<file path="src/hw/scs_pkg.sv">
// scs_pkg: constants and types shared by the clock source and start-up block
// assumes a single 200 MHz system clock; fuse inputs are static
package scs_pkg;

    // clock source selection field width and codes
    localparam int unsigned SRC_W              = 4;
    localparam logic [3:0]  SRC_XTAL_LO        = 4'ha;
    localparam logic [3:0]  SRC_LFXTAL         = 4'h9;
    localparam logic [3:0]  SRC_EXTRC_HI       = 4'h8;
    localparam logic [3:0]  SRC_EXTRC_LO       = 4'h5;
    localparam logic [3:0]  SRC_INTRC_HI       = 4'h4;
    localparam logic [3:0]  SRC_INTRC_LO       = 4'h1;
    localparam logic [3:0]  SRC_EXTCLK         = 4'h0;

    // factory fuse values: internal rc, longest start-up
    localparam logic [3:0]  SRC_FACTORY        = 4'h1;
    localparam logic [1:0]  SUT_FACTORY        = 2'h2;

    // reset delay in watchdog oscillator cycles
    localparam int unsigned RST_DLY_SHORT      = 4096;
    localparam int unsigned RST_DLY_LONG       = 65536;
    localparam int unsigned RST_CNT_W          = 17;

    // wake start-up cycle counts of the selected source
    localparam int unsigned WAKE_258           = 258;
    localparam int unsigned WAKE_1K            = 1024;
    localparam int unsigned WAKE_16K           = 16384;
    localparam int unsigned WAKE_32K           = 32768;
    localparam int unsigned WAKE_INTRC         = 6;
    localparam int unsigned WAKE_CNT_W         = 16;

    // oscillator kinds
    typedef enum logic [4:0] {
        SCS_OSC_XTAL   = 5'h01,
        SCS_OSC_LFXTAL = 5'h02,
        SCS_OSC_EXTRC  = 5'h04,
        SCS_OSC_INTRC  = 5'h08,
        SCS_OSC_EXTCLK = 5'h10
    } scs_osc_t;

    // sleep modes seen by the clock gates
    typedef enum logic [2:0] {
        SCS_SLP_IDLE  = 3'h0,
        SCS_SLP_ADCNR = 3'h1,
        SCS_SLP_PDOWN = 3'h2,
        SCS_SLP_PSAVE = 3'h3,
        SCS_SLP_STBY  = 3'h6,
        SCS_SLP_XSTBY = 3'h7
    } scs_slp_t;

    // sequencer states
    typedef enum logic [3:0] {
        SCS_ST_RST  = 4'h1,
        SCS_ST_RUN  = 4'h2,
        SCS_ST_SLP  = 4'h4,
        SCS_ST_WAKE = 4'h8
    } scs_state_t;

    // decode the source field; a zero bit means programmed
    function automatic scs_osc_t scs_decode(input logic [3:0] sel);
        if (sel >= SRC_XTAL_LO)
            return SCS_OSC_XTAL;
        else if (sel == SRC_LFXTAL)
            return SCS_OSC_LFXTAL;
        else if (sel >= SRC_EXTRC_LO)
            return SCS_OSC_EXTRC;
        else if (sel >= SRC_INTRC_LO)
            return SCS_OSC_INTRC;
        else
            return SCS_OSC_EXTCLK;
    endfunction

endpackage

</file>
<file path="src/hw/scs_clk_gate.sv">
// scs_clk_gate: glitch-free clock enable for one clock domain
// assumes the gated clock is produced from i_clk by a latch-free enable;
// the enable is registered so it changes only on a clock edge
`timescale 1ns/1ps
module scs_clk_gate
    import scs_pkg::*;
(
    input  wire logic i_clk,
    input  wire logic i_rst_n,
    input  wire logic i_run,
    output logic      o_en
);
    logic en_r;
    logic en_nxt;

    // next enable follows i_run; the register clears it in reset
    always_comb begin
        en_nxt = i_run;
    end

    // register so the enable never toggles mid-cycle
    always_ff @(posedge i_clk) begin
        if (!i_rst_n)
            en_r <= 1'b0;
        else
            en_r <= en_nxt;
    end

    assign o_en = en_r;
endmodule // scs_clk_gate

</file>
<file path="src/hw/scs_clock_ctrl.sv">
// scs_clock_ctrl: clock source decode, start-up timing and domain gating
// assumes fuse inputs are static, wdt_tick and src_tick are one-cycle
// enables from the respective oscillators, and inputs are synchronous
`timescale 1ns/1ps
module scs_clock_ctrl
    import scs_pkg::*;
#(
    parameter int unsigned RST_SHORT = RST_DLY_SHORT,
    parameter int unsigned RST_LONG  = RST_DLY_LONG,
    parameter int unsigned WAKE_SLOW = WAKE_16K
)(
    input  wire logic       i_clk,
    input  wire logic       i_rst_n,
    input  wire logic [3:0] i_clock_source_select,
    input  wire logic [1:0] i_startup_time_select,
    input  wire logic       i_wdt_tick,
    input  wire logic       i_src_tick,
    input  wire logic       i_sleep_req,
    input  wire logic [2:0] i_sleep_mode,
    input  wire logic       i_wake,
    input  wire logic       i_nvm_write_busy,
    input  wire logic       i_ext_irq_async,
    input  wire logic       i_twi_addr_match,
    output logic [4:0]      o_osc_sel,
    output logic            o_osc_run,
    output logic            o_core_clk_en,
    output logic            o_io_clk_en,
    output logic            o_flash_clk_en,
    output logic            o_async_timer_clk_en,
    output logic            o_adc_clk_en,
    output logic            o_exec_hold,
    output logic            o_async_wake
);
    scs_state_t           st_r, st_nxt;
    logic [RST_CNT_W-1:0] rcnt_r, rcnt_nxt;
    logic [WAKE_CNT_W-1:0] wcnt_r, wcnt_nxt;
    logic [2:0]           mode_r, mode_nxt;
    scs_osc_t             osc;
    logic [RST_CNT_W-1:0] rst_target;
    logic [WAKE_CNT_W-1:0] wake_target;
    logic                 deep;
    logic                 keep_r, keep_nxt;
    logic                 run_core, run_io, run_adc, run_asy;

    // fuses read as-is: one means unprogrammed
    assign osc = scs_decode(i_clock_source_select);
    assign o_osc_sel = osc;

    // reset delay: short for sut 00 and 11, long otherwise
    assign rst_target = (i_startup_time_select == 2'h0 ||
                         i_startup_time_select == 2'h3)
                        ? RST_CNT_W'(RST_SHORT) : RST_CNT_W'(RST_LONG);

    // wake count picked from the selected source and start-up field
    always_comb begin
        wake_target = WAKE_CNT_W'(WAKE_INTRC);
        unique case (osc)
            SCS_OSC_XTAL: begin
                if (!i_clock_source_select[0])
                    wake_target = (i_startup_time_select[1])
                        ? WAKE_CNT_W'(WAKE_1K) : WAKE_CNT_W'(WAKE_258);
                else
                    wake_target = (i_startup_time_select == 2'h0)
                        ? WAKE_CNT_W'(WAKE_1K) : WAKE_CNT_W'(WAKE_SLOW);
            end
            SCS_OSC_LFXTAL: begin
                wake_target = (i_startup_time_select[1])
                    ? WAKE_CNT_W'(WAKE_32K) : WAKE_CNT_W'(WAKE_1K);
            end
            SCS_OSC_EXTRC, SCS_OSC_INTRC, SCS_OSC_EXTCLK: begin
                wake_target = WAKE_CNT_W'(WAKE_INTRC);
            end
        endcase
    end

    // power-down and power-save stop the source oscillator
    assign deep = (mode_r == SCS_SLP_PDOWN) || (mode_r == SCS_SLP_PSAVE);

    // sequencer next state
    always_comb begin
        st_nxt   = st_r;
        rcnt_nxt = rcnt_r;
        wcnt_nxt = wcnt_r;
        mode_nxt = mode_r;
        unique case (st_r)
            SCS_ST_RST: begin
                if (i_wdt_tick) begin
                    rcnt_nxt = rcnt_r + RST_CNT_W'(1);
                    if (rcnt_nxt >= rst_target)
                        st_nxt = SCS_ST_RUN;
                end
            end
            SCS_ST_RUN: begin
                if (i_sleep_req) begin
                    mode_nxt = i_sleep_mode;
                    st_nxt   = SCS_ST_SLP;
                end
            end
            SCS_ST_SLP: begin
                wcnt_nxt = '0;
                if (i_wake || i_ext_irq_async || i_twi_addr_match)
                    st_nxt = deep ? SCS_ST_WAKE : SCS_ST_RUN;
            end
            SCS_ST_WAKE: begin
                if (i_src_tick) begin
                    wcnt_nxt = wcnt_r + WAKE_CNT_W'(1);
                    if (wcnt_nxt >= wake_target)
                        st_nxt = SCS_ST_RUN;
                end
            end
            default: st_nxt = SCS_ST_RST;
        endcase
        // a write caught in sleep pins the oscillator until wake
        keep_nxt = (st_nxt == SCS_ST_SLP) && (keep_r || i_nvm_write_busy);
    end

    // sequencer registers
    always_ff @(posedge i_clk) begin
        if (!i_rst_n) begin
            st_r   <= SCS_ST_RST;
            rcnt_r <= '0;
            wcnt_r <= '0;
            mode_r <= SCS_SLP_IDLE;
            keep_r <= 1'b0;
        end else begin
            st_r   <= st_nxt;
            rcnt_r <= rcnt_nxt;
            wcnt_r <= wcnt_nxt;
            mode_r <= mode_nxt;
            keep_r <= keep_nxt;
        end
    end

    // domain run requests per sleep mode; all off until start-up
    always_comb begin
        run_core = (st_r == SCS_ST_RUN);
        run_io   = run_core;
        run_adc  = run_core;
        run_asy  = run_core;
        if (st_r == SCS_ST_SLP) begin
            run_io  = (mode_r == SCS_SLP_IDLE);
            run_adc = (mode_r == SCS_SLP_IDLE) ||
                      (mode_r == SCS_SLP_ADCNR);
            run_asy = (mode_r != SCS_SLP_PDOWN) &&
                      (mode_r != SCS_SLP_STBY);
        end
    end

    // oscillator stays up unless deep sleep; a write keeps it, even
    // after the write ends, until the sequencer leaves sleep
    assign o_osc_run = (st_r != SCS_ST_SLP) || !deep ||
                       (mode_r == SCS_SLP_STBY) ||
                       (mode_r == SCS_SLP_XSTBY) || i_nvm_write_busy ||
                       keep_r;

    // registered enables avoid runt pulses on the gated clocks
    scs_clk_gate u_gate_core (
        .i_clk  (i_clk),
        .i_rst_n(i_rst_n),
        .i_run  (run_core),
        .o_en   (o_core_clk_en)
    );
    scs_clk_gate u_gate_flash (
        .i_clk  (i_clk),
        .i_rst_n(i_rst_n),
        .i_run  (run_core),
        .o_en   (o_flash_clk_en)
    );
    scs_clk_gate u_gate_io (
        .i_clk  (i_clk),
        .i_rst_n(i_rst_n),
        .i_run  (run_io),
        .o_en   (o_io_clk_en)
    );
    scs_clk_gate u_gate_adc (
        .i_clk  (i_clk),
        .i_rst_n(i_rst_n),
        .i_run  (run_adc),
        .o_en   (o_adc_clk_en)
    );
    scs_clk_gate u_gate_asy (
        .i_clk  (i_clk),
        .i_rst_n(i_rst_n),
        .i_run  (run_asy),
        .o_en   (o_async_timer_clk_en)
    );

    // execution held whenever the core is not released
    assign o_exec_hold  = !o_core_clk_en;
    // async sources reach the wake logic with no io clock
    assign o_async_wake = i_ext_irq_async | i_twi_addr_match;
endmodule // scs_clock_ctrl

</file>
<file path="config.mk">
export PLATFORM = sky130hd
export DESIGN_NAME = scs_clock_ctrl
export DESIGN_NICKNAME = d
export VERILOG_FILES = /design/src/hw/scs_pkg.sv /design/src/hw/scs_clk_gate.sv /design/src/hw/scs_clock_ctrl.sv
export SDC_FILE = /design/constraint.sdc
export NUM_CORES = 1
export LEC_CHECK = 0
export BUFFER_PORTS_ARGS = -buffer_cell sky130_fd_sc_hd__buf_4
export CAP_MARGIN = 10
export CORE_MARGIN = 2
export CORE_UTILIZATION = 55
export CTS_BUF_LIST = sky130_fd_sc_hd__clkbuf_8
export DETAILED_ROUTE_END_ITERATION = 10
export MAX_ROUTING_LAYER = met4
export PLACE_DENSITY_LB_ADDON = 0.3
export SLEW_MARGIN = 40
export SYNTH_ARGS = -nofsm -noshare
export SYNTH_HDL_FRONTEND = slang
export SYNTH_SLANG_ARGS = --single-unit
</file>
<file path="constraint.sdc">
create_clock -name i_clk -period 4.4 [get_ports i_clk]
set_input_delay 0.22 -clock i_clk [delete_from_list [all_inputs] [get_ports i_clk]]
set_output_delay 0.22 -clock i_clk [all_outputs]
set_load 0.01 [all_outputs]
</file>
Word-level counts from Yosys, hierarchy flattened
Index checks and enable logic that the tools add are counted.
{ "totals": {"regBits": 45, "in_bits": 18, "word_cells": 83} }
{ "op_classes": {"n_bitwise": 1, "eq_ne": 21, "n_addsub": 2, "muxes": 23, "n_reduce_logical": 22, "magnitude_cmp": 5} }
{ "ops": {"columns": ["operator", "count"], "rows": [
  ["16-bit one-hot mux with 3 select lines", 1],
  ["16-bit two-way mux", 2],
  ["16-bit one-hot mux with 2 select lines", 1],
  ["15-bit two-way mux", 2],
  ["4-bit two-way mux", 7],
  ["5-bit two-way mux", 4],
  ["17-bit by 1-bit adder with 17-bit output, second input constant", 1],
  ["17-bit >= comparator", 1],
  ["17-bit two-way mux", 1],
  ["16-bit by 1-bit adder with 16-bit output, second input constant", 1],
  ["16-bit >= comparator", 1],
  ["4-bit one-hot mux with 4 select lines", 1],
  ["1-bit logical OR", 11],
  ["11-bit two-way mux", 1],
  ["4-bit by 3-bit equality test with 1-bit output, second input constant", 2],
  ["4-bit equality test, second input constant", 2],
  ["3-bit by 2-bit equality test with 1-bit output, second input constant", 2],
  ["3-bit equality test, second input constant", 2],
  ["2-bit AND reduction", 3],
  ["5-bit by 1-bit equality test with 1-bit output, second input constant", 1],
  ["5-bit by 2-bit equality test with 1-bit output, second input constant", 1],
  ["5-bit by 3-bit equality test with 1-bit output, second input constant", 1],
  ["5-bit by 4-bit equality test with 1-bit output, second input constant", 1],
  ["5-bit equality test, second input constant", 1],
  ["19 further kinds", 23]
]} }

Logic depth before layout (Yosys ltp)
{ "depth": {"ltp_word": 14, "mapped_depth": 12, "ltp_nobuf": 12} }

Cells and area by module
A second synthesis with hierarchy kept.
{ "unflattened": {"cells_unflattened": 361, "hier_area_um2": 2889.0} }
{ "by_module_without_submodules": {"columns": ["module", "cells_per_inst", "area_each_um2", "n_inst"], "rows": [
  ["scs_clock_ctrl", 351, 2757.6, 1],
  ["scs_clk_gate", 2, 26.3, 5]
]} }

Least setup slack after synthesis
OpenSTA, ideal clock, no wires.
{ "synth_timing": {"path_type": "register to register", "from": "register wcnt_r[0]", "to": "register st_r[1]", "slack_ps": 1280, "stages_incl_launch_ff": 13, "path_buffers": 0, "t_arrival_ps": 3003, "synth_period_minus_slack_ps": 3120, "t_required_ps": 4283, "path_cell_list": "dfxtp_1 -> ha_1 -> nand3_1 -> nor4_1 -> nand3_1 -> xnor2_1 -> ha_1 -> nor2_1 -> nand2_1 -> or3_2 -> a221oi_2 -> nor3_1 -> a22o_1"} }
{ "synth_between": {"elab_chain_len": 5} }
{ "synth_rtl": {"columns": ["element", "line_no", "source"], "rows": [
  ["start, declared", "scs_clock_ctrl.sv:36", "logic [WAKE_CNT_W-1:0] wcnt_r, wcnt_nxt;"],
  ["start signal, assigned", "scs_clock_ctrl.sv:128", "wcnt_r <= wcnt_nxt;"],
  ["16-bit by 1-bit adder with 16-bit output", "scs_clock_ctrl.sv:106", "wcnt_nxt = wcnt_r + WAKE_CNT_W'(1);"],
  ["16-bit >= comparator", "scs_clock_ctrl.sv:107", "if (wcnt_nxt >= wake_target)"],
  ["4-bit two-way mux", "scs_clock_ctrl.sv:107", null],
  ["4-bit two-way mux", "scs_clock_ctrl.sv:105", "if (i_src_tick) begin"],
  ["4-bit one-hot mux with 4 select lines", "scs_clock_ctrl.sv:85", "unique case (st_r)"],
  ["end signal, assigned", "scs_clock_ctrl.sv:126", "st_r <= st_nxt;"],
  ["end, declared", "scs_clock_ctrl.sv:34", "scs_state_t st_r, st_nxt;"]
]} }
No other way between the ends.
A chain may end at the register's enable or synchronous reset.

Worst setup path in the final report
Same ends and word-level chain as after synthesis.

==> insert_results.sql <==
INSERT INTO impl_metrics (metric_group, metric, value, unit) VALUES
('synthesis', 'mappedNetlistArea', '0.00289', 'mm^2'),
('clock_tree', 'cts_tree', 'yes', ''),
('synthesis', 'synth_edf_count', '0', ''),
('sta', 'setup_viol', '0', ''),
('die', 'ios', '31', ''),
('clock_tree', 'clockRootBuffer', 'clkbuf_8', ''),
('power_and_ir_drop', 'power.static_leakage', '1.26', 'nW'),
('sta', 'totalNegativeSetupSlack', '0', 'ps'),
('grt', 'grt_overflow', '0', ''),
('grt', 'initial_antenna_violation_count', '0', ''),
('grt', 'grt_pass1_wl', '10500', 'um'),
('final_layout', 'layout.core_utilization', '63.6', '%'),
('clock_tree', 'postCtsSetupRepairBufs', '0', ''),
('synthesis', 'synthXorXnorAreaFrac', '6.98', '%'),
('power_and_ir_drop', 'powerDensity', '252', 'mW/mm^2'),
('synthesis', 'synthSimpleGateAreaFrac', '33.7', '%'),
('synthesis', 'synth-seq-cells', '45', ''),
('routing', 'drt_iter0_drc', '172', ''),
('clock_tree', 'cts-buffers-inserted', '5', ''),
('sta', 'final_period_minus_worst_setup_slack', '3500', 'ps'),
('synthesis', 'synth-compound-area-share', '18.7', '%'),
('sta', 'max_slew.worst_pin.slew', '745', 'ps'),
('synthesis', 'synth_top_family_by_area', 'simple AND/OR/NAND/NOR gates', ''),
('setup_path', 'timing.critical_path.arrival', '3680', 'ps'),
('grt', 'grt_max_degree', '41', ''),
('die', 'placement_rows', '26', ''),
('die', 'chipHeight', '76.4', 'um'),
('final_layout', 'most_common_cell_after_layout_fill_and_taps_aside', 'dfxtp_1', ''),
('clock_tree', 'cts_resized', '0', ''),
('sta', 'max_frequency', '286', 'MHz'),
('setup_path', 'endpoint_kind', 'register', ''),
('placement', 'dp_hpwl', '4240', 'um'),
('final_layout', 'layout.cells.most_common_list', '45 x dfxtp_1, 40 x nand2_1, 32 x nor2_1', ''),
('final_layout', 'finalNetCount', '413', ''),
('status', 'outcome', 'finished, final reports clean', ''),
('setup_path', 'worst-endpoint-required', '4590', 'ps'),
('sta', 'post-route-worst-setup-slack', '903', 'ps'),
('die', 'floorplan.initialDensity', '56.9', '%'),
('setup_path', 'critPathMaxFanout', '7', ''),
('clock_tree', 'clock_insertion_delay_worst_skew', '290', 'ps'),
('routing', 'detail_route.wirelength', '6010', 'um'),
('run', 'maximum_capacitance_violations', '0', ''),
('die', 'core_area', '0.00507', 'mm^2'),
('synthesis', 'post_synth_inst_count', '364', ''),
('sta', 'finalHoldViolations', '0', ''),
('final_layout', 'share_of_cells_above_drive_strength_1', '12.7', '%'),
('routing', 'detail_route_antenna_nets', '0', ''),
('clock_tree', 'cts_buffer_depth', '2', ''),
('placement', 'buffer_ports.inserted', '30', ''),
('clock_tree', 'post_cts_hold_buffer_count', '0', ''),
('synthesis', 'synth_fa_ha_area_share', '4.77', '%'),
('die', 'die-area', '0.00584', 'mm^2'),
('final_layout', 'n_antenna_cell', '0', ''),
('grt', 'first_global_vias', '2409', ''),
('synthesis', 'yosys.cell_types.count', '53', ''),
('placement', 'placer_congestion_estimate', '0.851', ''),
('sta', 'slew_headroom', '50.2', '%'),
('synthesis', 'post_synth.cell_area_avg', '7.93', 'um^2'),
('synthesis', 'synthMuxAreaShare', '0.347', '%'),
('routing', 'dr_vias', '2555', ''),
('grt', 'track_usage', '22.2', '%'),
('routing', 'drt-pass1-iter-count', '4', ''),
('power_and_ir_drop', 'max-vdd-ir-drop', '0.168', 'mV'),
('routing', 'drc', '0', ''),
('setup_path', 'worstSetupPathType', 'reg -> reg', ''),
('sta', 'rsz0062_at_grt', 'no', ''),
('sta', 'post-route-period-util', '79.5', '%'),
('routing', 'wl_per_cell', '13.2', 'um'),
('synthesis', 'ys_seq_area_share', '31.2', '%'),
('routing', 'routed_via_density', '5.62', ''),
('clock_tree', 'numClockSinks', '45', ''),
('clock_tree', 'ctsHtreeMaxLevel', '2', ''),
('synthesis', 'ys_warn_count', '0', ''),
('setup_path', 'critPathLaunchType', 'register', ''),
('sta', 'timing.final.max_slew_violations', '0', ''),
('synthesis', 'synthFlopType', 'dfxtp_1', ''),
('die', 'die_x', '76.4', 'um'),
('final_layout', 'area_delta_synth_final', '11.8', '%'),
('synthesis', 'synth_nets', '393', ''),
('sta', 'finClkSkew', '8.66', 'ps'),
('worst_hold_path', 'worstHoldPathType', 'in -> reg', ''),
('clock_tree', 'clk_pin_slew', '80', 'ps'),
('placement', 'preCtsSetupSlack', '958', 'ps'),
('synthesis', 'asyncSetResetFlopFracSynth', '0', '%');
## synth_stat cells, types with 4 or more instances
cell | instances | share of area [%]
ha_1 | 11 | 4.8
and3_1 | 6 | 1.3
nand4_1 | 4 | 0.87
clkbuf_1 | 12 | 1.6
xor2_1 | 9 | 2.7
xnor2_1 | 14 | 4.2
a21oi_1 | 11 | 1.9
nor2_1 | 32 | 4.2
o31ai_1 | 4 | 1.0
nand3_1 | 16 | 2.8
nor2b_1 | 14 | 3.0
o21a_1 | 6 | 1.6
and2_1 | 18 | 3.9
nor3_1 | 9 | 1.6
o21ai_0 | 21 | 3.6
nor4_1 | 4 | 0.87
dfxtp_1 | 45 | 31
a21boi_0 | 14 | 3.6
nand2_1 | 41 | 5.3
or3_1 | 8 | 1.7
inv_1 | 9 | 1.2
## registers in the layout, summed over array words and instances, names as in the netlist
signal,cells
rcnt_r,17
wcnt_r,16
st_r,4
mode_r,3
keep_r,1
u_gate_adc.o_en,1
u_gate_asy.o_en,1
u_gate_flash.o_en,1
u_gate_io.o_en,1
## worst paths after layout
path	cells after the start	slack (ps)	start	to
worst max register to register	12	900	wcnt_r[0]	st_r[1]
worst min-delay path	3	180	i_nvm_write_busy	keep_r
worst min register to register	2	480	mode_r[0]	mode_r[0]
worst max-delay path	12	900	wcnt_r[0]	st_r[1]
## logic make-up after synthesis
| logic type | Yosys count |
|---|---|
| flops | 45 |
| xor+xnor | 23 |
| fa+ha+maj | 11 |
| simple gates | 177 |
| buf+inv | 26 |
| compound gates | 81 |
| mux | 1 |
## power breakdown
| part | leakage, nW | internal (mW) | switching, mW | total, mW |
|---|---|---|---|---|
| clock network | 0.0626 | 0.183 | 0.142 | 0.325 |
| registers | 0.363 | 0.411 | 0.00397 | 0.415 |
| logic | 0.835 | 0.0348 | 0.0379 | 0.0727 |
| total | 1.26 | 0.629 | 0.184 | 0.813 |
## final cells by class
class                           count  area [um^2]
Multi-Input combinational cell    293         1860
Fill cell                         480         1850
Sequential cell                    45          901
Timing Repair Buffer               30          225
Tap cell                           70         87.6
Clock buffer                        6         82.6
Clock inverter                      2         33.8
Inverter                            9         33.8
## metrics by stage
step,hold slack (ps),instances,power [mW],area [um^2]
final,181,455,0.813,3230
after floorplan,372,364,0.466,2890
after global placement,455,447,0.495,3110
after detailed placement,475,447,0.497,3110
after CTS,172,455,0.818,3220
after global routing,202,455,0.847,3230
## layer usage
| layer | vias up | global-route usage (%) | wire [um] |
|---|---|---|---|
| met2 | 36 | 37.5 | 2800 |
| met3 | 8 | 4.03 | 170 |
| li1 | 1328 | - | - |
| met4 | 0 | 8.18 | 127 |
| met1 | 1183 | 26.3 | 2900 |
| met5 | - | - | 0 |
## worst max-delay path: stages, from the launching register on
cell      delay (ps)
dfxtp_1          420
ha_1             310
nand3_1          240
nor4_1           560
nand3_1          190
xnor2_1          160
ha_1             220
nor2_1           130
nand2_1           60
or3_2            440
a211oi_1         350
nor3_1            90
a22o_1           210
No activity file was read; power rests on OpenSTA's default activity.
